### config.mk
export PLATFORM = sky130hd
export DESIGN_NAME = fpm_power_regs
export DESIGN_NICKNAME = d
export VERILOG_FILES = /design/src/fpm_pkg.sv /design/src/fpm_power_regs.sv
export VERILOG_INCLUDE_DIRS = /design/src
export SDC_FILE = /design/constraint.sdc
export NUM_CORES = 2
export LEC_CHECK = 0
export BUFFER_PORTS_ARGS = -buffer_cell sky130_fd_sc_hd__buf_2
export CAP_MARGIN = 20
export CORE_UTILIZATION = 50
export CTS_CLUSTER_SIZE = 28
export DETAILED_ROUTE_END_ITERATION = 10
export PLACE_DENSITY_LB_ADDON = 0.15
export SYNTH_ARGS = -nofsm -noshare
export SYNTH_HDL_FRONTEND = slang
export SYNTH_SLANG_ARGS = --single-unit
### constraint.sdc
create_clock -name sys_clk_in -period 13.6 [get_ports sys_clk_in]
set_clock_uncertainty 0.15 [all_clocks]
set_input_delay 2.72 -clock sys_clk_in [delete_from_list [all_inputs] [get_ports sys_clk_in]]
set_output_delay 2.72 -clock sys_clk_in [all_outputs]
set_load 0.02 [all_outputs]
### src/fpm_consts.svh
// constants for the flat panel mapping and power control register bank
// assumes inclusion by fpm_power_regs.sv and the self-checking bench, not by fpm_pkg.sv
`ifndef FPM_CONSTS_SVH
`define FPM_CONSTS_SVH
// register indices on the host index/data port
`define FPM_IDX_UNLOCK 8'h35
`define FPM_IDX_ADDR 8'h38
`define FPM_IDX_DATA 8'h39
`define FPM_IDX_PWR 8'h3A
`define FPM_IDX_HEIGHT 8'h3B
`define FPM_IDX_BLINK 8'h3C
`define FPM_IDX_COLOR 8'h3E
`define FPM_IDX_REFRESH 8'h3F
// unlock pattern for mapping registers, bits 6:4 = 011
`define FPM_UNLOCK_MASK 8'h70
`define FPM_UNLOCK_VAL 8'h30
// power control field positions
`define FPM_PWR_SYS_SEL 7
`define FPM_PWR_DIV_SEL 6
`define FPM_PWR_HOST_REL 5
`define FPM_PWR_GRAY64 3
`define FPM_PWR_CBR 2
`define FPM_PWR_WEIGHT 1
// power control bits visible only while unlocked, and bits readable at all (7:6 never read)
`define FPM_PWR_LOCKED_RD 8'hFC
`define FPM_PWR_HIDDEN_RD 8'h3F
`define FPM_PWR_RESET 8'h11
// powerdown refresh register layout
`define FPM_REF_GEN_EN 7
`define FPM_REF_ADD 11'h005
// blink and color panel field positions
`define FPM_BLK_SCLK_RISE 6
`define FPM_BLK_PULSE_VBLANK 7
`define FPM_CLR_BORDER_PULSE 7
`define FPM_CLR_WHITE 6
`define FPM_CLR_COLOR_LCD 5
`define FPM_CLR_REV_TEXT 3
// blink code limits
`define FPM_BLINK_MAX_CODE 3'h5
// internal clock divider ratio minus one
`define FPM_DIV8_LAST 3'h7
`endif

### src/fpm_pkg.sv
// types shared by the flat panel mapping and power control bank
// assumes fpm_consts.svh alongside
`default_nettype none
package fpm_pkg;
    // power modes, gray coded along run -> idle -> sleep and run -> gen
    typedef enum logic [2:0] {
        FPM_RUN = 3'h0,
        FPM_IDLE = 3'h1,
        FPM_SLEEP = 3'h3,
        FPM_GEN_EXT = 3'h2,
        FPM_GEN_INT = 3'h6
    } fpm_mode_t;
endpackage
`default_nettype wire

### src/fpm_power_regs.sv
// flat panel mapping ram, power-down and panel option register bank
// assumes one host index/data port with one-cycle read and write strobes
`include "fpm_consts.svh"
`default_nettype none
module fpm_power_regs #(
    parameter int MAP_DEPTH = 256,
    parameter int REF_W = 11
) (
    input wire logic sys_clk_in,
    input wire logic rst_in,
    // host index/data port
    input wire logic io_wr_in,
    input wire logic io_rd_in,
    input wire logic [7:0] io_index_in,
    input wire logic [7:0] io_wdata_in,
    output logic [7:0] io_rdata_out,
    output logic io_rdata_valid_out,
    output logic io_rdata_oe_out,
    output logic sys_bus_oe_out,
    // power-down and system status inputs
    input wire logic pwrdn_active_in,
    input wire logic host_release_input_in,
    input wire logic standby_refresh_input_in,
    input wire logic crt_mode_in,
    input wire logic frame_start_in,
    input wire logic panel_reverse_en_in,
    input wire logic text_mode_in,
    // power and clock control
    output fpm_pkg::fpm_mode_t power_mode_out,
    output logic clk_stop_out,
    output logic clk_div8_en_out,
    output logic refresh_tick_out,
    output logic cbr_refresh_out,
    output logic mem_access_en_out,
    output logic io_access_en_out,
    output logic dac_off_out,
    output logic panel_off_out,
    // panel options
    output logic gray64_out,
    output logic weighting_en_out,
    output logic [7:0] panel_height_out,
    output logic cursor_blink_on_out,
    output logic char_blink_on_out,
    output logic shift_clk_rising_out,
    output logic line_pulse_vblank_out,
    output logic shift_clk_vblank_off_out,
    output logic border_line_pulse_en_out,
    output logic border_white_out,
    output logic color_lcd_out,
    output logic invert_panel_data_out
);
    import fpm_pkg::*;

    logic [7:0] unlock_q;
    logic [7:0] addr_ctr_q;
    logic [7:0] pwr_q;
    logic [7:0] height_q;
    logic [7:0] blink_q;
    logic [7:0] color_q;
    logic [7:0] refcfg_q;
    logic [7:0] map_mem_q [MAP_DEPTH];
    fpm_mode_t mode_q;
    fpm_mode_t mode_d;
    logic [2:0] div_q;
    logic [REF_W-1:0] ref_cnt_q;
    logic [REF_W-1:0] ref_period;
    logic sby_q;
    logic unlocked;
    logic released;
    logic io_ok;
    logic io_wr;
    logic io_rd;
    logic map_hit;
    logic [7:0] rd_val;

    // lock decode, host release and access gating
    assign unlocked = (unlock_q & `FPM_UNLOCK_MASK) == `FPM_UNLOCK_VAL;
    assign released = pwr_q[`FPM_PWR_HOST_REL] & ~host_release_input_in;
    assign io_ok = ~released & (mode_q != FPM_SLEEP);
    assign io_wr = io_wr_in & io_ok;
    assign io_rd = io_rd_in & io_ok;
    assign map_hit = unlocked & (io_index_in == `FPM_IDX_DATA);
    assign ref_period = (REF_W'(refcfg_q[6:0]) + `FPM_REF_ADD) << 3;

    // mode decode from the general enable and the two select bits
    always_comb begin
        mode_d = FPM_RUN;
        if (pwrdn_active_in) begin
            if (!refcfg_q[`FPM_REF_GEN_EN]) begin
                mode_d = pwr_q[`FPM_PWR_SYS_SEL] ? FPM_SLEEP : FPM_IDLE;
            end else begin
                mode_d = pwr_q[`FPM_PWR_DIV_SEL] ? FPM_GEN_INT : FPM_GEN_EXT;
            end
        end
    end

    // read data mux; hidden and locked bits read as zero
    always_comb begin
        rd_val = 8'h00;
        if (io_index_in == `FPM_IDX_UNLOCK) begin
            rd_val = unlock_q;
        end else if (io_index_in == `FPM_IDX_ADDR) begin
            rd_val = unlocked ? addr_ctr_q : 8'h00;
        end else if (io_index_in == `FPM_IDX_DATA) begin
            rd_val = unlocked ? map_mem_q[addr_ctr_q] : 8'h00;
        end else if (io_index_in == `FPM_IDX_PWR) begin
            rd_val = pwr_q & `FPM_PWR_HIDDEN_RD;
            if (!unlocked) begin
                rd_val = rd_val & ~`FPM_PWR_LOCKED_RD;
            end
        end else if (io_index_in == `FPM_IDX_HEIGHT) begin
            rd_val = height_q;
        end else if (io_index_in == `FPM_IDX_BLINK) begin
            rd_val = blink_q;
        end else if (io_index_in == `FPM_IDX_COLOR) begin
            rd_val = color_q;
        end else if (io_index_in == `FPM_IDX_REFRESH) begin
            rd_val = refcfg_q;
        end
    end

    // register writes; power control only while unlocked
    always_ff @(posedge sys_clk_in or posedge rst_in) begin
        if (rst_in) begin
            unlock_q <= 8'h00;
            pwr_q <= `FPM_PWR_RESET;
            height_q <= 8'h00;
            blink_q <= 8'h00;
            color_q <= 8'h00;
            refcfg_q <= 8'h00;
        end else if (io_wr) begin
            if (io_index_in == `FPM_IDX_UNLOCK) begin
                unlock_q <= io_wdata_in;
            end else if (io_index_in == `FPM_IDX_PWR && unlocked) begin
                pwr_q <= io_wdata_in;
            end else if (io_index_in == `FPM_IDX_HEIGHT) begin
                height_q <= io_wdata_in;
            end else if (io_index_in == `FPM_IDX_BLINK) begin
                blink_q <= io_wdata_in;
            end else if (io_index_in == `FPM_IDX_COLOR) begin
                color_q <= io_wdata_in;
            end else if (io_index_in == `FPM_IDX_REFRESH) begin
                refcfg_q <= io_wdata_in;
            end
        end
    end

    // address counter: direct load, or step after each data access
    always_ff @(posedge sys_clk_in or posedge rst_in) begin
        if (rst_in) begin
            addr_ctr_q <= 8'h00;
        end else if (io_wr && unlocked && io_index_in == `FPM_IDX_ADDR) begin
            addr_ctr_q <= io_wdata_in;
        end else if ((io_wr || io_rd) && map_hit) begin
            addr_ctr_q <= addr_ctr_q + 8'h01;
        end
    end

    // mapping storage, written at the current counter entry
    always_ff @(posedge sys_clk_in) begin
        if (io_wr && map_hit) begin
            map_mem_q[addr_ctr_q] <= io_wdata_in;
        end
    end

    // read answer one cycle after the strobe, for any index; other indices read as zero
    always_ff @(posedge sys_clk_in or posedge rst_in) begin
        if (rst_in) begin
            io_rdata_out <= 8'h00;
            io_rdata_valid_out <= 1'b0;
            io_rdata_oe_out <= 1'b0;
            sys_bus_oe_out <= 1'b0;
        end else begin
            io_rdata_out <= io_rd ? rd_val : 8'h00;
            io_rdata_valid_out <= io_rd;
            io_rdata_oe_out <= io_rd;
            sys_bus_oe_out <= ~released;
        end
    end

    // power mode register and derived clock and access controls
    always_ff @(posedge sys_clk_in or posedge rst_in) begin
        if (rst_in) begin
            mode_q <= FPM_RUN;
            clk_stop_out <= 1'b0;
            mem_access_en_out <= 1'b1;
            io_access_en_out <= 1'b1;
            dac_off_out <= 1'b0;
            panel_off_out <= 1'b0;
            cbr_refresh_out <= 1'b0;
        end else begin
            mode_q <= mode_d;
            clk_stop_out <= mode_d == FPM_SLEEP;
            mem_access_en_out <= ~released & (mode_d != FPM_SLEEP) & (mode_d != FPM_IDLE);
            io_access_en_out <= ~released & (mode_d != FPM_SLEEP);
            dac_off_out <= mode_d != FPM_RUN;
            panel_off_out <= mode_d != FPM_RUN;
            // standby refresh is always column-before-row
            cbr_refresh_out <= pwr_q[`FPM_PWR_CBR] | (mode_d == FPM_SLEEP) | (mode_d == FPM_IDLE);
        end
    end
    assign power_mode_out = mode_q;

    // divide-by-8 clock enable for idle and internal general modes
    always_ff @(posedge sys_clk_in or posedge rst_in) begin
        if (rst_in) begin
            div_q <= 3'h0;
            clk_div8_en_out <= 1'b0;
        end else begin
            div_q <= div_q + 3'h1;
            clk_div8_en_out <= ((mode_d == FPM_IDLE) || (mode_d == FPM_GEN_INT))
                               && div_q == `FPM_DIV8_LAST;
        end
    end

    // refresh source: standby input edge, or field period counter
    always_ff @(posedge sys_clk_in or posedge rst_in) begin
        if (rst_in) begin
            sby_q <= 1'b0;
            ref_cnt_q <= '0;
            refresh_tick_out <= 1'b0;
        end else begin
            sby_q <= standby_refresh_input_in;
            refresh_tick_out <= 1'b0;
            if (mode_q == FPM_SLEEP || mode_q == FPM_IDLE) begin
                ref_cnt_q <= '0;
                refresh_tick_out <= standby_refresh_input_in & ~sby_q;
            end else if (mode_q == FPM_GEN_EXT || (mode_q == FPM_GEN_INT && clk_div8_en_out)) begin
                if (ref_cnt_q >= ref_period - REF_W'(1)) begin
                    ref_cnt_q <= '0;
                    refresh_tick_out <= 1'b1;
                end else begin
                    ref_cnt_q <= ref_cnt_q + REF_W'(1);
                end
            end else if (mode_q == FPM_RUN) begin
                ref_cnt_q <= '0;
            end
        end
    end

    // blink generators for cursor (bits 2:0) and character (bits 5:3)
    // each generator owns its phase flop; the net gathers them without a shared variable
    wire logic [1:0] blink_on;
    genvar g;
    generate
        for (g = 0; g < 2; g++) begin : g_blink
            logic [7:0] frm_q;
            logic on_q;
            logic [2:0] code;
            assign code = blink_q[g*3 +: 3];
            assign blink_on[g] = on_q;
            always_ff @(posedge sys_clk_in or posedge rst_in) begin
                if (rst_in) begin
                    frm_q <= 8'h00;
                    on_q <= 1'b1;
                end else if (crt_mode_in || code == 3'h0 || code > `FPM_BLINK_MAX_CODE) begin
                    frm_q <= 8'h00;
                    on_q <= 1'b1;
                end else if (frame_start_in) begin
                    if (frm_q >= (8'h08 << (code - 3'h1)) - 8'h01) begin
                        frm_q <= 8'h00;
                        on_q <= ~on_q;
                    end else begin
                        frm_q <= frm_q + 8'h01;
                    end
                end
            end
        end
    endgenerate

    // panel option outputs
    always_ff @(posedge sys_clk_in or posedge rst_in) begin
        if (rst_in) begin
            gray64_out <= 1'b0;
            weighting_en_out <= 1'b0;
            panel_height_out <= 8'h00;
            cursor_blink_on_out <= 1'b1;
            char_blink_on_out <= 1'b1;
            shift_clk_rising_out <= 1'b0;
            line_pulse_vblank_out <= 1'b0;
            shift_clk_vblank_off_out <= 1'b0;
            border_line_pulse_en_out <= 1'b0;
            border_white_out <= 1'b0;
            color_lcd_out <= 1'b0;
            invert_panel_data_out <= 1'b0;
        end else begin
            gray64_out <= pwr_q[`FPM_PWR_GRAY64];
            weighting_en_out <= pwr_q[`FPM_PWR_WEIGHT];
            panel_height_out <= height_q;
            cursor_blink_on_out <= blink_on[0];
            char_blink_on_out <= blink_on[1];
            shift_clk_rising_out <= ~crt_mode_in & blink_q[`FPM_BLK_SCLK_RISE];
            line_pulse_vblank_out <= ~crt_mode_in & blink_q[`FPM_BLK_PULSE_VBLANK];
            shift_clk_vblank_off_out <= ~crt_mode_in & blink_q[`FPM_BLK_PULSE_VBLANK];
            border_line_pulse_en_out <= color_q[`FPM_CLR_BORDER_PULSE];
            border_white_out <= color_q[`FPM_CLR_WHITE];
            color_lcd_out <= color_q[`FPM_CLR_COLOR_LCD];
            invert_panel_data_out <= panel_reverse_en_in
                                     & (~color_q[`FPM_CLR_REV_TEXT] | text_mode_in);
        end
    end

    // cycles since the last refresh tick in external general mode, for the period check;
    // the first gap after entry or after a period rewrite is not judged
    logic [REF_W-1:0] gap_q;
    logic gap_armed_q;
    always_ff @(posedge sys_clk_in or posedge rst_in) begin
        if (rst_in) begin
            gap_q <= '0;
            gap_armed_q <= 1'b0;
        end else if (mode_q != FPM_GEN_EXT || (io_wr && io_index_in == `FPM_IDX_REFRESH)) begin
            gap_q <= '0;
            gap_armed_q <= 1'b0;
        end else if (refresh_tick_out) begin
            gap_q <= REF_W'(1);
            gap_armed_q <= 1'b1;
        end else begin
            gap_q <= gap_q + REF_W'(1);
        end
    end
endmodule
`default_nettype wire

==> impl_metrics.env <==
export IMPL_pre_cts_ws_ns=7.11
export IMPL_yosysWarnings=0
export IMPL_gr_max_usage_layer="met2"
export IMPL_synth_edff_count=2048
export IMPL_cts_htree_levels=4
export IMPL_grt_overflow=0
export IMPL_grt_pass1_wl_microns=324000
export IMPL_coreArea_sq_um=170000
export IMPL_clkLatencyLatePin_ns=0.86
export IMPL_die_y_microns=416
export IMPL_viasPerCell=6.35
export IMPL_status="completed"
export IMPL_layout_nets=4577
export IMPL_drive_gt1_frac=0.220
export IMPL_cp_startpoint="addr_ctr_q[1]"
export IMPL_sw_frac_of_total=0.204
export IMPL_synth_nets=4459
export IMPL_seqPwrFrac=0.546
export IMPL_endpoint="io_rdata_out[6]"
export IMPL_fp_dieW_microns=416
export IMPL_cts_tree="yes"
export IMPL_top_register="map_mem_q"
export IMPL_cts_made_buffers=210
export IMPL_r2r_slack_ns=7.63
export IMPL_root_buffer="clkbuf_16"
export IMPL_io_pins=68
export IMPL_clk_pin_slew_ns=0.06
export IMPL_wirelength_microns=225000
export IMPL_grt_use_met1=0.393
export IMPL_initial_core_util=0.505
export IMPL_post_route_period_util=0.439
export IMPL_grt_antenna_before_repair=6
export IMPL_p_clk_frac=0.440
export IMPL_largest_register_ffs=2048
export IMPL_worst_pin_slew_ns=1.19
export IMPL_largestRegisters="map_mem_q x2048, g_blink.frm_q x16, ref_cnt_q x11"
export IMPL_comb_power_share=0.014
export IMPL_cp_start_kind="flop"
export IMPL_synth_ff_type="edfxtp_1"
export IMPL_post_cts_setup_buffers=0
export IMPL_via_count=44000
export IMPL_fin_ws_ns=7.63
export IMPL_finalSetupViolCount=0
export IMPL_end_kind="flop"
export IMPL_pwr_density_cell_nw_per_um2=141
export IMPL_grt_use_met3=0.0471
export IMPL_internal_power_mw=10.7
export IMPL_fmax_mhz=168
export IMPL_rsz0062_at_grt="false"
export IMPL_path_class="flop to flop"
export IMPL_reg2reg_from="addr_ctr_q[1]"
export IMPL_relSlewSlack=0.202
export IMPL_rr_endpoint="io_rdata_out[6]"
export IMPL_syn_area_per_cell_sq_um=19.5
export IMPL_p_total_mw=13.4
export IMPL_cts_resized=0
export IMPL_clockBufferDepth=3
export IMPL_dieArea_sq_um=173000
export IMPL_cts_sinks=2175
export IMPL_portBuffers=67
export IMPL_postSynth_asyncResetShare=0.0584
export IMPL_drv_cap=0
export IMPL_place_hpwl_microns=138000
export IMPL_n_antenna_cell=0
export IMPL_antenna_left=0
export IMPL_reg2reg_depth=9
export IMPL_cp_arrival_ns=6.55
export IMPL_cp_max_fo=118
export IMPL_row_count=151
export IMPL_cp_required_ns=14.18
export IMPL_hold_violations=0
export IMPL_drt_iter0_markers=5971
export IMPL_min_period_ns=5.97
export IMPL_grt_max_degree=136
export IMPL_syn_inst=4402
export IMPL_timing_setup_tns_ns=0
export IMPL_place_congestion=0.891
export IMPL_met2_usage=0.394
export IMPL_syn2layout_area_growth_pct=11.1
export IMPL_track_usage=0.262
export IMPL_synth_area_sq_um=85800
export IMPL_yosysSeqAreaShare=0.754
export IMPL_firstDrtPassIters=6
export IMPL_ys_types=77
export IMPL_wl_per_cell_microns=32.5
export IMPL_synth_seq_cells=2175
export IMPL_drc_errors=0
export IMPL_report_final_slew_viol_count=0
export IMPL_ctsHoldBuffers=0
export IMPL_grt_pass1_vias=43700
export IMPL_hold_path_class="flop to flop"
export IMPL_vdd_ir_drop_max_v=0.000148
export IMPL_leakage_nw=29.4
export IMPL_power_switching_mw=2.74
==> cell usage in the layout (no fill, tap or decap), types with 35 or more instances in the layout <==
cell type	instances
nand3_1	42
a22oi_1	41
a21oi_1	90
o221ai_1	35
nand2_1	142
buf_4	81
clkinv_2	36
dfrtp_1	114
clkbuf_16	210
o22ai_1	69
edfxtp_1	2048
clkinv_1	43
nor2_1	329
o21ai_0	91
mux4_2	419
mux2i_1	174
a221oi_1	37
mux2_2	103
buf_2	60
==> critical path, cell delays in order, from the launching register on <==
cell and delay (ns):
dfrtp_4 0.97, buf_12 0.48, buf_4 0.66, buf_4 0.63, mux4_2 0.44, a221oi_1 0.53
o22ai_1 0.23, a221oi_1 0.88, a311o_1 0.37, a21oi_1 0.09
==> per-layer routing <==
metal / part of all wire / up-vias
li1: - / 18300
met1: 0.42 / 23100
met2: 0.46 / 2206
met3: 0.085 / 336
met4: 0.029 / 0
met5: 0 / -
==> cells in the mapped netlist (18+ instances only) <==
master / instances / share of area
edfxtp_1: 2048 / 0.72
mux4_2: 419 / 0.11
nor2_1: 331 / 0.014
mux2i_1: 174 / 0.020
nand2_1: 142 / 0.0062
dfrtp_1: 119 / 0.035
mux2_2: 103 / 0.014
clkbuf_1: 102 / 0.0045
o21ai_0: 91 / 0.0053
a21oi_1: 90 / 0.0053
o22ai_1: 69 / 0.0050
buf_2: 64 / 0.0037
buf_4: 52 / 0.0046
nand3_1: 42 / 0.0025
a22oi_1: 41 / 0.0036
a221oi_1: 37 / 0.0038
o221ai_1: 35 / 0.0036
ha_1: 30 / 0.0044
nor2b_1: 30 / 0.0022
a22o_1: 29 / 0.0030
and3_1: 25 / 0.0018
nor3_1: 24 / 0.0014
a31oi_1: 23 / 0.0017
inv_1: 23 / 0.0010
nand2b_1: 23 / 0.0017
a211oi_1: 19 / 0.0017
buf_6: 18 / 0.0024
==> area by class of cell <==
class	count	area [sq um]
Fill cell	12600	74500
Sequential cell	2175	64700
Multi-Input combinational cell	1954	19600
Clock buffer	243	5400
Tap cell	2218	2780
Clock inverter	150	1570
Timing Repair Buffer	154	1120
Inverter	25	98.8
==> cells by family after synthesis <==
kind of cell | Yosys count | synth area share
AO/OA/AOI/OAI | 510 | 0.0402
XOR/XNOR | 19 | 0.00194
adder cells (fa/ha/maj) | 30 | 0.00438
buffers and inverters | 273 | 0.0171
flip-flops | 2175 | 0.754
multiplexers | 701 | 0.145
AND/OR/NAND/NOR | 694 | 0.0369
==> worst min-delay path by stage <==
stage	start	endpoint	slack, ns	cells past startpoint
after global placement	g_blink[0].on_q	cursor_blink_on_out	0.22	0
final	g_blink[0].on_q	cursor_blink_on_out	0.23	0
after detailed placement	g_blink[0].on_q	cursor_blink_on_out	0.22	0
after global routing	g_blink[0].on_q	cursor_blink_on_out	0.23	0
after CTS	g_blink[0].on_q	cursor_blink_on_out	0.23	0
after floorplan	g_blink[1].on_q	char_blink_on_out	0.21	0
==> power groups by stage <==
stage / Combinational (mW) / Clock [mW] / Sequential (mW)
after floorplan: 0.0378 / 0 / 7.48
after global placement: 0.194 / 0 / 7.48
after detailed placement: 0.196 / 0 / 7.48
after CTS: 0.195 / 5.97 / 7.34
after global routing: 0.206 / 6.22 / 7.34
final: 0.191 / 5.91 / 7.34
==> metrics by stage <==
stage,std cells,instance area [sq um],hold WS [ns],utilization
2_1_floorplan,4402,85800,0.211,-
3_5_place_dp,6525,88300,0.218,0.520
6_report,6919,95300,0.228,0.561
4_1_cts,6918,95300,0.231,0.561
5_1_grt,6919,95300,0.234,0.561
3_3_place_gp,6524,88300,0.218,0.520
Note: power is estimated with default switching activity, not from simulation.
